--- src/async_serial_consts.vh ---
`ifndef ASYNC_SERIAL_CONSTS_VH
`define ASYNC_SERIAL_CONSTS_VH
// Register offsets (word index on the plain register port)
`define OFS_BAUD          3'h0
`define OFS_CTRL          3'h1
`define OFS_STATUS        3'h2
`define OFS_DATA          3'h3
`define OFS_STATDATA      3'h4
// Control field positions
`define CB_BREAK          0
`define CB_SLEEP          1
`define CB_RX_EN          2
`define CB_TX_EN          3
`define CB_IDLE_IE        4
`define CB_RXF_IE         5
`define CB_DONE_IE        6
`define CB_EMPTY_IE       7
`define CB_WAKE           8
`define CB_M              9
`define CB_PAR_EN         10
`define CB_PAR_ODD        11
`define CB_IDLE_TYPE      12
// Status field positions
`define SB_PAR_ERR        0
`define SB_FRAME_ERR      1
`define SB_NOISE          2
`define SB_OVERRUN        3
`define SB_IDLE           4
`define SB_BUSY           5
`define SB_RX_FULL        6
`define SB_TX_DONE        7
`define SB_TX_EMPTY       8
// Reset values
`define CTRL_RESET        16'h0000
`define STATUS_RESET      9'h180
`define BAUD_RESET        13'h0004
// Timing: samples per bit
`define SAMPLES_PER_BIT   16
// Idle line: last sample index of 10 or 11 bit times of ones
`define IDLE_TICKS_SHORT  8'h9F
`define IDLE_TICKS_LONG   8'hAF
`endif

--- src/async_serial_port.v ---
`timescale 1ns/100ps
`default_nettype none
`include "async_serial_consts.vh"
module async_serial_port #(
  parameter BAUD_WIDTH = 13
) (
  input  wire        ref_clk,      // System clock
  input  wire        reset_n,      // Synchronous reset, active low
  input  wire [2:0]  reg_addr,     // Register index
  input  wire [15:0] reg_wdata,    // Write data
  input  wire        reg_wr,       // Write strobe
  input  wire        reg_rd,       // Read strobe
  output reg  [15:0] reg_rdata,    // Read data, cycle after strobe
  input  wire        rxd,          // Serial receive line
  output reg         txd_out,      // Transmit line level
  output reg         txd_oe_n,     // Low while the serial port drives the pin
  output reg         irq           // Interrupt request, active high
);
  // Control and baud registers
  reg [BAUD_WIDTH-1:0] baud_div;
  reg [15:0]           ctrl;
  wire tx_enable             = ctrl[`CB_TX_EN];
  wire rx_enable             = ctrl[`CB_RX_EN];
  wire rx_sleep_mode         = ctrl[`CB_SLEEP];
  wire send_break_ctrl       = ctrl[`CB_BREAK];
  wire nine_bit              = ctrl[`CB_M];
  wire parity_enable         = ctrl[`CB_PAR_EN];
  wire parity_odd_select     = ctrl[`CB_PAR_ODD];
  wire idle_count_type       = ctrl[`CB_IDLE_TYPE];
  // Status flags and arm bits
  reg [8:0] status;
  reg [8:0] armed;
  reg       idle_rearm;
  reg [8:0] tx_buffer;
  reg [8:0] rx_buffer;
  // Sample-rate tick from divider
  reg [BAUD_WIDTH-1:0] div_cnt;
  reg                  tick;
  always @(posedge ref_clk) begin
    if (!reset_n) begin
      div_cnt <= {BAUD_WIDTH{1'b0}};
      tick    <= 1'b0;
    end else if (baud_div == {BAUD_WIDTH{1'b0}}) begin
      div_cnt <= {BAUD_WIDTH{1'b0}};
      tick    <= 1'b0;
    end else if (div_cnt >= baud_div - 1'b1) begin
      div_cnt <= {BAUD_WIDTH{1'b0}};
      tick    <= 1'b1;
    end else begin
      div_cnt <= div_cnt + 1'b1;
      tick    <= 1'b0;
    end
  end
  // Bus decode
  wire st_rd   = reg_rd && (reg_addr == `OFS_STATUS || reg_addr == `OFS_STATDATA);
  wire dat_rd  = reg_rd && (reg_addr == `OFS_DATA || reg_addr == `OFS_STATDATA);
  wire dat_wr  = reg_wr && reg_addr == `OFS_DATA;
  wire combo   = reg_rd && reg_addr == `OFS_STATDATA;
  // Parity of the data bits that precede the parity slot
  wire [8:0] tx_word = tx_buffer;
  wire       tx_par  = (nine_bit ? ^tx_word[7:0] : ^tx_word[6:0]) ^ parity_odd_select;
  // Transmitter
  localparam TX_IDLE = 3'b001;
  localparam TX_SEND = 3'b010;
  localparam TX_DONE = 3'b100;
  reg [2:0]  tx_state;
  reg [10:0] tx_shift;
  reg [3:0]  tx_bits;
  reg [3:0]  tx_sub;
  reg        pre_pend;
  reg        te_prev;
  reg        tx_buffer_empty_flag_set;
  reg        tc_set;
  reg        tx_active;
  wire [3:0] frame_len = nine_bit ? 4'd11 : 4'd10;
  always @(posedge ref_clk) begin
    if (!reset_n) begin
      tx_state  <= TX_IDLE;
      tx_shift  <= 11'h7FF;
      tx_bits   <= 4'h0;
      tx_sub    <= 4'h0;
      pre_pend  <= 1'b0;
      te_prev   <= 1'b0;
      tx_buffer_empty_flag_set  <= 1'b0;
      tc_set    <= 1'b0;
      tx_active <= 1'b0;
    end else begin
      te_prev  <= tx_enable;
      tx_buffer_empty_flag_set <= 1'b0;
      tc_set   <= 1'b0;
      if (tx_enable && !te_prev)
        pre_pend <= 1'b1;
      case (tx_state)
        TX_IDLE: begin
          if (tick && tx_enable) begin
            tx_sub  <= 4'h0;
            tx_bits <= frame_len;
            tx_state <= TX_SEND;
            tx_active <= 1'b1;
            if (pre_pend) begin
              tx_shift <= 11'h7FF;
              pre_pend <= 1'b0;
            end else if (send_break_ctrl) begin
              tx_shift <= 11'h000;
            end else if (!status[`SB_TX_EMPTY]) begin
              if (nine_bit)
                tx_shift <= {1'b1, parity_enable ? tx_par : tx_word[8], tx_word[7:0], 1'b0};
              else
                tx_shift <= {2'b11, parity_enable ? tx_par : tx_word[7], tx_word[6:0], 1'b0};
              tx_buffer_empty_flag_set <= 1'b1;
            end else begin
              tx_state  <= TX_IDLE;
              tx_active <= 1'b0;
              tc_set    <= 1'b1;
            end
          end else if (!tx_enable) begin
            tx_active <= 1'b0;
            tc_set    <= 1'b1;
          end
        end
        TX_SEND: begin
          if (tick) begin
            tx_sub <= tx_sub + 4'h1;
            if (tx_sub == 4'hF) begin
              tx_shift <= {1'b1, tx_shift[10:1]};
              tx_bits  <= tx_bits - 4'h1;
              if (tx_bits == 4'h1)
                tx_state <= TX_DONE;
            end
          end
        end
        TX_DONE: begin
          tx_state <= TX_IDLE;
        end
        default: tx_state <= TX_IDLE;
      endcase
    end
  end
  always @(posedge ref_clk) begin
    if (!reset_n) begin
      txd_out  <= 1'b1;
      txd_oe_n <= 1'b1;
    end else begin
      txd_out  <= (tx_state == TX_SEND) ? tx_shift[0] : 1'b1;
      txd_oe_n <= !(tx_enable || tx_active);
    end
  end
  // Receiver
  reg [3:0]  rx_sub;
  reg [3:0]  rx_bits;
  reg        rx_run;
  reg [10:0] rx_shift;
  reg [1:0]  vote;
  reg        noise_acc;
  reg [7:0]  ones_cnt;
  reg        ones_count_on;
  reg        rx_prev;
  reg        rx_buffer_full_flag_set;
  reg        nf_set;
  reg        fe_set;
  reg        pf_set;
  reg        or_set;
  reg        idle_set;
  reg        wake;
  wire       rx_quiet = !rx_enable || rx_sleep_mode;
  wire       maj = (vote[1] & vote[0]) | (vote[1] & rxd) | (vote[0] & rxd);
  wire       bit_noise = !(vote[1] == vote[0] && vote[0] == rxd);
  // Received word fields: data at [9:2] or [9:1], stop always at [10]
  wire [8:0] rx_word = nine_bit ? rx_shift[9:1] : {1'b0, rx_shift[9:2]};
  wire       rx_last = rx_shift[9];
  wire       rx_parok = ((nine_bit ? ^rx_shift[9:1] : ^rx_shift[9:2]) == parity_odd_select);
  // Idle needs a whole frame of ones, counted in samples
  wire [7:0] idle_len = nine_bit ? `IDLE_TICKS_LONG : `IDLE_TICKS_SHORT;
  always @(posedge ref_clk) begin
    if (!reset_n) begin
      rx_sub <= 4'h0;
      rx_bits <= 4'h0;
      rx_run <= 1'b0;
      rx_shift <= 11'h000;
      vote <= 2'b00;
      noise_acc <= 1'b0;
      ones_cnt <= 8'h00;
      ones_count_on <= 1'b0;
      rx_prev <= 1'b1;
      rx_buffer_full_flag_set <= 1'b0;
      nf_set <= 1'b0;
      fe_set <= 1'b0;
      pf_set <= 1'b0;
      or_set <= 1'b0;
      idle_set <= 1'b0;
      wake <= 1'b0;
      rx_buffer <= 9'h000;
    end else begin
      rx_buffer_full_flag_set <= 1'b0;
      nf_set <= 1'b0;
      fe_set <= 1'b0;
      pf_set <= 1'b0;
      or_set <= 1'b0;
      idle_set <= 1'b0;
      wake <= 1'b0;
      if (!rx_enable) begin
        rx_run <= 1'b0;
        ones_cnt <= 8'h00;
      end else if (tick) begin
        rx_prev <= rxd;
        // idle count, short type counts any one outside a frame
        if (!rxd)
          ones_cnt <= 8'h00;
        else if ((ones_count_on || !idle_count_type) && !rx_run && ones_cnt != 8'hFF)
          ones_cnt <= ones_cnt + 8'h01;
        // idle detect after 10 or 11 bit times of ones
        if (ones_cnt == idle_len) begin
          ones_cnt <= 8'h00;
          if (rx_sleep_mode && !ctrl[`CB_WAKE])
            wake <= 1'b1;
          else if (!rx_sleep_mode)
            idle_set <= 1'b1;
        end
        if (!rx_run) begin
          if (rx_prev && !rxd) begin
            rx_run <= 1'b1;
            rx_sub <= 4'h1;
            rx_bits <= 4'h0;
            noise_acc <= 1'b0;
          end
        end else begin
          rx_sub <= rx_sub + 4'h1;
          if (rx_sub == 4'h2 || rx_sub == 4'h4)
            vote <= {vote[0], rxd};
          if (rx_sub == 4'h6) begin
            if (rx_bits == 4'h0 && maj) begin
              rx_run <= 1'b0;
            end else begin
              rx_shift <= {maj, rx_shift[10:1]};
              noise_acc <= noise_acc | bit_noise;
              rx_bits <= rx_bits + 4'h1;
            end
          end
          if (rx_sub == 4'hF && rx_bits == frame_len) begin
            rx_run <= 1'b0;
            ones_count_on <= 1'b1;
            ones_cnt <= 8'h00;
            if (rx_sleep_mode) begin
              if (ctrl[`CB_WAKE] && rx_last)
                wake <= 1'b1;
            end else if (status[`SB_RX_FULL] || status[`SB_OVERRUN]) begin
              or_set <= 1'b1;
            end else begin
              rx_buffer <= rx_word;
              rx_buffer_full_flag_set <= 1'b1;
              nf_set <= noise_acc;
              fe_set <= !rx_shift[10];
              pf_set <= parity_enable && !rx_parok;
            end
          end
        end
      end
    end
  end
  // Receiver-active tracks the run state
  wire raf_now = rx_run && rx_enable;
  // Register writes and status flags
  wire [8:0] set_vec = {tx_buffer_empty_flag_set, tc_set, rx_buffer_full_flag_set, 1'b0, idle_set && idle_rearm,
                        or_set, nf_set, fe_set, pf_set};
  wire [8:0] rx_mask = 9'h05F;
  wire [8:0] tx_mask = 9'h180;
  reg  [8:0] clr_vec;
  always @* begin
    clr_vec = 9'h000;
    // receive flags on data read, transmit flags on data write
    if (dat_rd)
      clr_vec = clr_vec | (armed & rx_mask);
    if (dat_wr)
      clr_vec = clr_vec | (armed & tx_mask);
    // Combined read clears receive flags set at read time
    if (combo)
      clr_vec = clr_vec | (status & rx_mask);
  end
  always @(posedge ref_clk) begin
    if (!reset_n) begin
      ctrl <= `CTRL_RESET;
      baud_div <= `BAUD_RESET;
      status <= `STATUS_RESET;
      armed <= 9'h000;
      idle_rearm <= 1'b1;
      tx_buffer <= 9'h000;
    end else begin
      if (reg_wr && reg_addr == `OFS_CTRL)
        ctrl <= reg_wdata;
      else if (wake)
        ctrl[`CB_SLEEP] <= 1'b0;
      if (reg_wr && reg_addr == `OFS_BAUD)
        baud_div <= reg_wdata[BAUD_WIDTH-1:0];
      if (dat_wr)
        tx_buffer <= reg_wdata[8:0];
      status <= ((status & ~clr_vec) | (set_vec & {2'b11, {7{!rx_quiet}}}));
      status[`SB_BUSY] <= raf_now;
      if (st_rd && !combo)
        armed <= status;
      else if (st_rd)
        armed <= armed & ~clr_vec | (status & tx_mask);
      else
        armed <= armed & ~clr_vec;
      if (rx_buffer_full_flag_set)
        idle_rearm <= 1'b1;
      else if (idle_set && idle_rearm && !rx_quiet)
        idle_rearm <= 1'b0;
    end
  end
  // Combined read arms only the transmit flags from current status
  // Read data
  always @(posedge ref_clk) begin
    if (!reset_n)
      reg_rdata <= 16'h0000;
    else if (reg_rd) begin
      case (reg_addr)
        `OFS_BAUD:     reg_rdata <= {{(16-BAUD_WIDTH){1'b0}}, baud_div};
        `OFS_CTRL:     reg_rdata <= ctrl;
        `OFS_STATUS:   reg_rdata <= {7'h00, status};
        `OFS_DATA:     reg_rdata <= {7'h00, rx_buffer};
        `OFS_STATDATA: reg_rdata <= {status[7:0], rx_buffer[7:0]};
        default:       reg_rdata <= 16'h0000;
      endcase
    end else
      reg_rdata <= 16'h0000;
  end
  always @(posedge ref_clk) begin
    if (!reset_n)
      irq <= 1'b0;
    else
      irq <= (status[`SB_TX_EMPTY] & ctrl[`CB_EMPTY_IE]) |
             (status[`SB_TX_DONE] & ctrl[`CB_DONE_IE]) |
             (!rx_sleep_mode & ((status[`SB_RX_FULL] & ctrl[`CB_RXF_IE]) |
                                (status[`SB_IDLE] & ctrl[`CB_IDLE_IE])));
  end
endmodule
`default_nettype wire

--- config.mk ---
export PLATFORM = sky130hd
export DESIGN_NAME = async_serial_port
export DESIGN_NICKNAME = d
export VERILOG_FILES = /design/src/async_serial_port.v
export VERILOG_INCLUDE_DIRS = /design/src
export SDC_FILE = /design/constraint.sdc
export NUM_CORES = 1
export LEC_CHECK = 0
export BUFFER_PORTS_ARGS = -buffer_cell sky130_fd_sc_hd__buf_2
export CORE_ASPECT_RATIO = 1.25
export CORE_UTILIZATION = 35
export CTS_CLUSTER_SIZE = 16
export DETAILED_ROUTE_END_ITERATION = 7
export GPL_ROUTABILITY_DRIVEN = 0
export PLACE_DENSITY = 0.6
export RECOVER_POWER = 50
export SYNTH_ARGS = -nofsm -noshare
export SYNTH_HDL_FRONTEND = slang
export SYNTH_SLANG_ARGS = --single-unit
--- constraint.sdc ---
create_clock -name ref_clk -period 4.25 [get_ports ref_clk]
set_input_delay 0.2125 -clock ref_clk [delete_from_list [all_inputs] [get_ports ref_clk]]
set_output_delay 0.2125 -clock ref_clk [all_outputs]
set_load 0.03 [all_outputs]
[Word-level counts from Yosys, hierarchy flattened]
Index checks and enable logic that the tools add are counted.
Word-level totals
  output and inout bits: 19
  register bits: 166
  logic and storage cells: 264
Operators by class
  reductions and logical operators: 75
  $lt $le $gt $ge: 1
  equal/unequal tests: 26
  $add $sub $neg: 7
  mux-type cells: 82
  bitwise gates (word level): 34
Operators by type and width (count)
  case mux 16 bit (5 select lines): 1
  two-way mux 11 bit: 6
  two-way mux 9 bit: 5
  two-way mux 4 bit: 11
  two-way mux 1 bit: 40
  two-way mux 8 bit: 5
  bitwise AND 9 bit: 3
  bitwise OR 9 bit: 3
  case mux 11 bit (2 select lines): 1
  logical AND 1 bit: 21
  case mux 4 bit (2 select lines): 2
  AND reduction 4 bit: 4
  parity 8 bit: 2
  AND reduction 5 bit: 3
  adder 13 x 1 -> 13 bit, second input constant: 1
  greater-or-equal comparator 13 bit: 1
  zero test 1 bit: 13
  zero test 13 bit: 1
  subtractor 13 x 1 -> 13 bit, second input constant: 1
  adder 4 x 1 -> 4 bit, second input constant: 3
  two-way mux 3 bit: 4
  AND reduction 2 bit: 6
  inverter 1 bit: 11
  two-way mux 10 bit: 1
  38 further kinds: 76

[Depth between registers and ports, before layout]
  word-level depth: 13
  depth in mapped cells: 12
  depth with buffers taken out: 11

[Worst setup path before layout]
Ideal clock, no wire load.
  path kind: reg2reg
  start point: reg baud_div[2]
  end point: reg div_cnt[10]
  setup slack: 1.322 ns
  arrival time: 2.864 ns
  stages on the path, launching flop included: 12
  data required time: 4.186 ns
  setup time: 0.064 ns
  cells stage by stage: dfxtp_1 -> or4_1 -> nor3_2 -> nand2_1 -> xor2_1 -> ha_1 -> and3_1 -> a221o_1 -> a221oi_1 -> o211ai_2 -> buf_4 -> nor2_1
Between the ends
  cells in the longest elaborated chain, start to end: 3
  elaborated cells between the ends (all ways): 4
Ends and longest elaborated chain
  from (decl): RTL line async_serial_port.v:20  | reg [BAUD_WIDTH-1:0] baud_div;
  from (signal assigned): RTL line async_serial_port.v:282  | baud_div <= `BAUD_RESET;
  from (signal assigned): RTL line async_serial_port.v:293  | baud_div <= reg_wdata[BAUD_WIDTH-1:0];
  subtractor 13 x 1 -> 13 bit: RTL line async_serial_port.v:46  | end else if (div_cnt >= baud_div - 1'b1) begin
  greater-or-equal comparator 13 bit: RTL line async_serial_port.v:46
  OR reduction 3 bit (no source line) (*)
  to (signal assigned): RTL line async_serial_port.v:44  | div_cnt <= {BAUD_WIDTH{1'b0}};
  to (signal assigned): RTL line async_serial_port.v:47  | div_cnt <= {BAUD_WIDTH{1'b0}};
  to (signal assigned): RTL line async_serial_port.v:50  | div_cnt <= div_cnt + 1'b1;
  to (decl): RTL line async_serial_port.v:37  | reg [BAUD_WIDTH-1:0] div_cnt;
Every way passes the cells marked *; elsewhere a longest branch is shown, timed or not.
A chain may end at the register's enable or synchronous reset.

[Worst setup path after layout]
  start point: reg baud_div[2]
  end point: reg div_cnt[8]
Same word-level chain as after synthesis.

==> summary.md <==
| Metric | Value |
|---|---|
| Post-synth EDFFs | `0` |
| Die Y | `~170 um` |
| CTS Buf Count | `17` |
| Filler cell count | `2237` |
| Initial Utilization | `0.360` |
| Layout Skew | `6.43 ps` |
| CP Cell Sequence | `or4_1 -> nor3_2 -> nand2_1 -> nor3_1 -> xnor2_1 -> ha_1 -> a21o_1 -> a21o_1 -> a221oi_1 -> o211ai_2 -> nor2_1` |
| Drt first-iter violations | `407` |
| Power Density | `approximately 370 mW/mm^2` |
| Crit end category | `register` |
| Slew headroom | `-0.0750` |
| Max Slew Vio Count | `38` |
| Initial antenna violation count | `0` |
| PostCTS Resize Cnt | `0` |
| Switching power | `752 uW` |
| TritonCTS clock tree | `built` |
| Critical path's most frequent cell | `a21o_1` |
| Internal power | `~2.5 mW` |
| Setup TNS | `0 ps` |
| Post-DP HPWL | `13200 um` |
| Total GRT Usage | `0.165` |
| Finished Core Util | `0.402` |
| Tcrit/Tclk final | `0.755` |
| Synth Area in Simple Gates | `0.244` |
| Row cnt | `60` |
| CP max stage delay | `590 ps` |
| CTS sink count | `164` |
| I/O pins | `43` |
| Core Region | `0.0218 mm^2` |
| Cell area after layout | `0.00876 mm^2` |
| DRC | `0` |
| Hold Startpoint | `reg_wdata[15]` |
| Sequential share of the synthesized area | `0.419` |
| Sw frac | `0.232` |
| CP required | `4600 ps` |
| First-pass GRT wire length | `30000 um` |
| Clk pwr share | `0.449` |
| MaxCap Viol Count | `1` |
| Fraction of registers with async set/reset | `0` |
| Final wirelength | `18200 um` |
| RSZ-0062 raised after global routing | `no` |
| Largest family of logic cells by synthesized area | `simple AND/OR/NAND/NOR gates` |
| Multi-input logic area | `0.00427 mm^2` |
| Vias | `6318` |
| R2R Path End | `div_cnt[8]` |
| Ys Warns | `0` |
| Busiest grt layer | `met2` |
| Avg Inst Size Synth | `8.38 um^2` |
| Worst Reg-to-Reg Cells | `11` |
| Clk root buf | `clkbuf_16` |
| ANT nets after route | `0` |
| Primary FF master, synth | `dfxtp_1` |
| Worst reg2reg path startpoint | `baud_div[2]` |
| Synth cell types | `63` |
| Max Buffers Root-to-Sink | `2` |
| Critical path class | `reg -> reg` |
| Syn nets | `approximately 1000` |
| Final Critical Period | `between 3000 and 4000 ps` |
| Hold Path Class | `in -> reg` |
| Nets | `1005` |
| Layout cell share with drive strength beyond 1 | `0.0694` |
| Number of port buffers | `42` |
| H-tree depth | `4` |
| Grt met2 use | `0.289` |
| Crit path buffers/inverters | `0` |
| Worst Path Max Fanout | `13` |
| Die footprint | `0.0230 mm^2` |
| Crit path DAT | `3560 ps` |
| FMAX | `0.312 GHz` |
| # Post-CTS Setup Buffers | `0` |
| Largest net degree at the start of global routing | `38` |
| Total gr overflow | `0` |
| Final hold violation count | `0` |
| Placed inst area | `0.00824 mm^2` |
| Status | `finished with violations` |
| Worst Max-Slew Pin Slew | `1610 ps` |
| Die width | `136 um` |
| Mux contribution to synthesized area | `0.0477` |
| Violated checks | `max-capacitance violations, max-slew violations` |
| Mapped Area | `0.00784 mm^2` |
| Layout area overhead | `11.7%` |
| Slowest-stage cell, CP | `or4_1` |
| Min-Delay Path Depth | `3` |
| Met3 Track Usage GR | `0.0287` |
| Reg2reg setup slack | `1040 ps` |
| Combinational share of power | `0.063` |
| CP delay by family, top | `simple AND/OR/NAND/NOR gates` |
| Seq pwr share | `0.488` |
| Hold Path Sink | `ctrl[15]` |
| Via count of the first global-routing pass | `approximately 6000` |
| FF+latch area | `between 0.003 and 0.004 mm^2` |
| LEAKAGE | `3.19 nW` |
| Drt wl/cell | `14.6 um` |
| Setup violators final | `0` |
| M1 GR Usage | `0.201` |
| Synth Area in Compound Gates | `0.155` |
| Post-CTS Hold Buffers | `0` |
| Mapped Cells | `935` |
| Xor and xnor area share after synthesis | `0.0557` |
| CP Launch Type | `register` |
| Diodes inserted | `0` |
| Vias per cell | `just over 5` |
| Clock Latency Late Sink | `420 ps` |
| Pre-antenna DRT Iters | `5` |
| Worst-path clk slew | `60 ps` |
| VDD IR max | `0.253 mV` |
| Number of synthesized register bits | `approximately 160` |
| Post-Synth Adder-Cell Area | `0.0431` |
## registers in the layout, indices dropped and copies added, names as in the netlist, 8 cells and up
name       flops
armed          8
baud_div      13
ctrl          16
div_cnt       13
ones_cnt       8
reg_rdata     16
rx_buffer      9
rx_shift      10
status         9
tx_buffer      9
tx_shift      11
## kinds of logic (layout without fill, tap and decap cells)
family / Yosys count / after routing
simple gates: 406 / 406
mux: 37 / 37
fa+ha+maj: 27 / 27
buf+inv: 69 / 100
compound gates: 183 / 183
xor+xnor: 49 / 49
flops: 164 / 164
## final cells by class
class | count | share of cell area
multi-input combinational | 702 | 0.488
sequential | 164 | 0.375
clock buffer | 24 | 0.0550
tap | 279 | 0.0399
timing repair buffer | 49 | 0.0253
inverter | 20 | 0.00857
clock inverter | 7 | 0.00843
## cells in the final DEF, fill, tap and decap left out, drive strengths merged, types with 2 or more instances in the layout
| cell type | n |
|---|---|
| a21o | 5 |
| mux2 | 3 |
| clkinvlp | 4 |
| nor2 | 101 |
| and3b | 3 |
| nand4 | 11 |
| ha | 27 |
| nand3 | 29 |
| xnor2 | 28 |
| nand3b | 9 |
| nor3b | 3 |
| nor3 | 10 |
| o211ai | 8 |
| buf | 24 |
| nor2b | 30 |
| a32oi | 5 |
| a211oi | 2 |
| a22oi | 12 |
| or4 | 3 |
| and2 | 16 |
| and3 | 15 |
| nand4b | 2 |
| o311ai | 4 |
| clkbuf | 49 |
| o31ai | 2 |
| inv | 21 |
| nor4 | 7 |
| o211a | 4 |
| o21ai | 25 |
| a21boi | 45 |
| o21bai | 2 |
| dfxtp | 164 |
| nand2 | 154 |
| mux2i | 34 |
| nand2b | 6 |
| xor2 | 21 |
| a31oi | 3 |
| a21oi | 57 |
| or2 | 5 |
## Yosys cell counts (15+ instances only)
cell type / count / area [um^2]
a21boi_0: 42 / 315
a21oi_1: 57 / 285
and2_1: 15 / 93.8
xor2_1: 20 / 175
mux2i_1: 34 / 340
inv_1: 19 / 71.3
clkbuf_1: 39 / 146
dfxtp_1: 164 / 3280
nor2b_1: 30 / 188
nand3_1: 29 / 145
o21ai_0: 21 / 105
xnor2_1: 28 / 245
nand2_1: 154 / 578
nor2_1: 101 / 379
ha_1: 27 / 338
## layer usage
metal	share of wire	wire length, um
met5	0	0
met4	0.018	328
met3	0.030	544
met2	0.49	8970
met1	0.46	8360
## power groups by stage
stage	Sequential (mW)	Combinational, mW	Clock (mW)
6_report	1.58	0.205	1.45
5_1_grt	1.58	0.231	1.56
4_1_cts	1.58	0.209	1.49
3_5_place_dp	1.61	0.207	0
3_3_place_gp	1.61	0.206	0
2_1_floorplan	1.61	0.152	0
## worst max-delay path by stage
stage | start | cells past startpoint | slack [ps] | endpoint
finish | baud_div[2] | 11 | 1040 | div_cnt[8]
global route | baud_div[2] | 11 | 760 | div_cnt[12]
CTS | baud_div[2] | 11 | 1030 | div_cnt[12]
detailed placement | baud_div[2] | 11 | 1030 | div_cnt[12]
global placement | baud_div[2] | 11 | 1110 | div_cnt[12]
floorplan | baud_div[2] | 11 | 1320 | div_cnt[10]
## worst register-to-register path, cell delays in order, from the launching register on
cell and delay [ps]:
dfxtp_1 360, or4_1 590, nor3_2 220, nand2_1 120, nor3_1 190, xnor2_1 150
ha_1 260, a21o_1 160, a21o_1 170, a221oi_1 380, o211ai_2 340, nor2_1 190
## metrics by stage
step | std cells | hold slack [ps] | setup WS [ps] | total power, mW
finish | 1245 | 34.5 | 1040 | 3.24
floorplan | 935 | 336 | 1320 | 1.76
detailed placement | 1214 | 402 | 1030 | 1.82
CTS | 1245 | 16.5 | 1030 | 3.28
global placement | 1214 | 394 | 1110 | 1.82
global route | 1245 | 26.1 | 761 | 3.37
(Power assumes the default switching activity.)
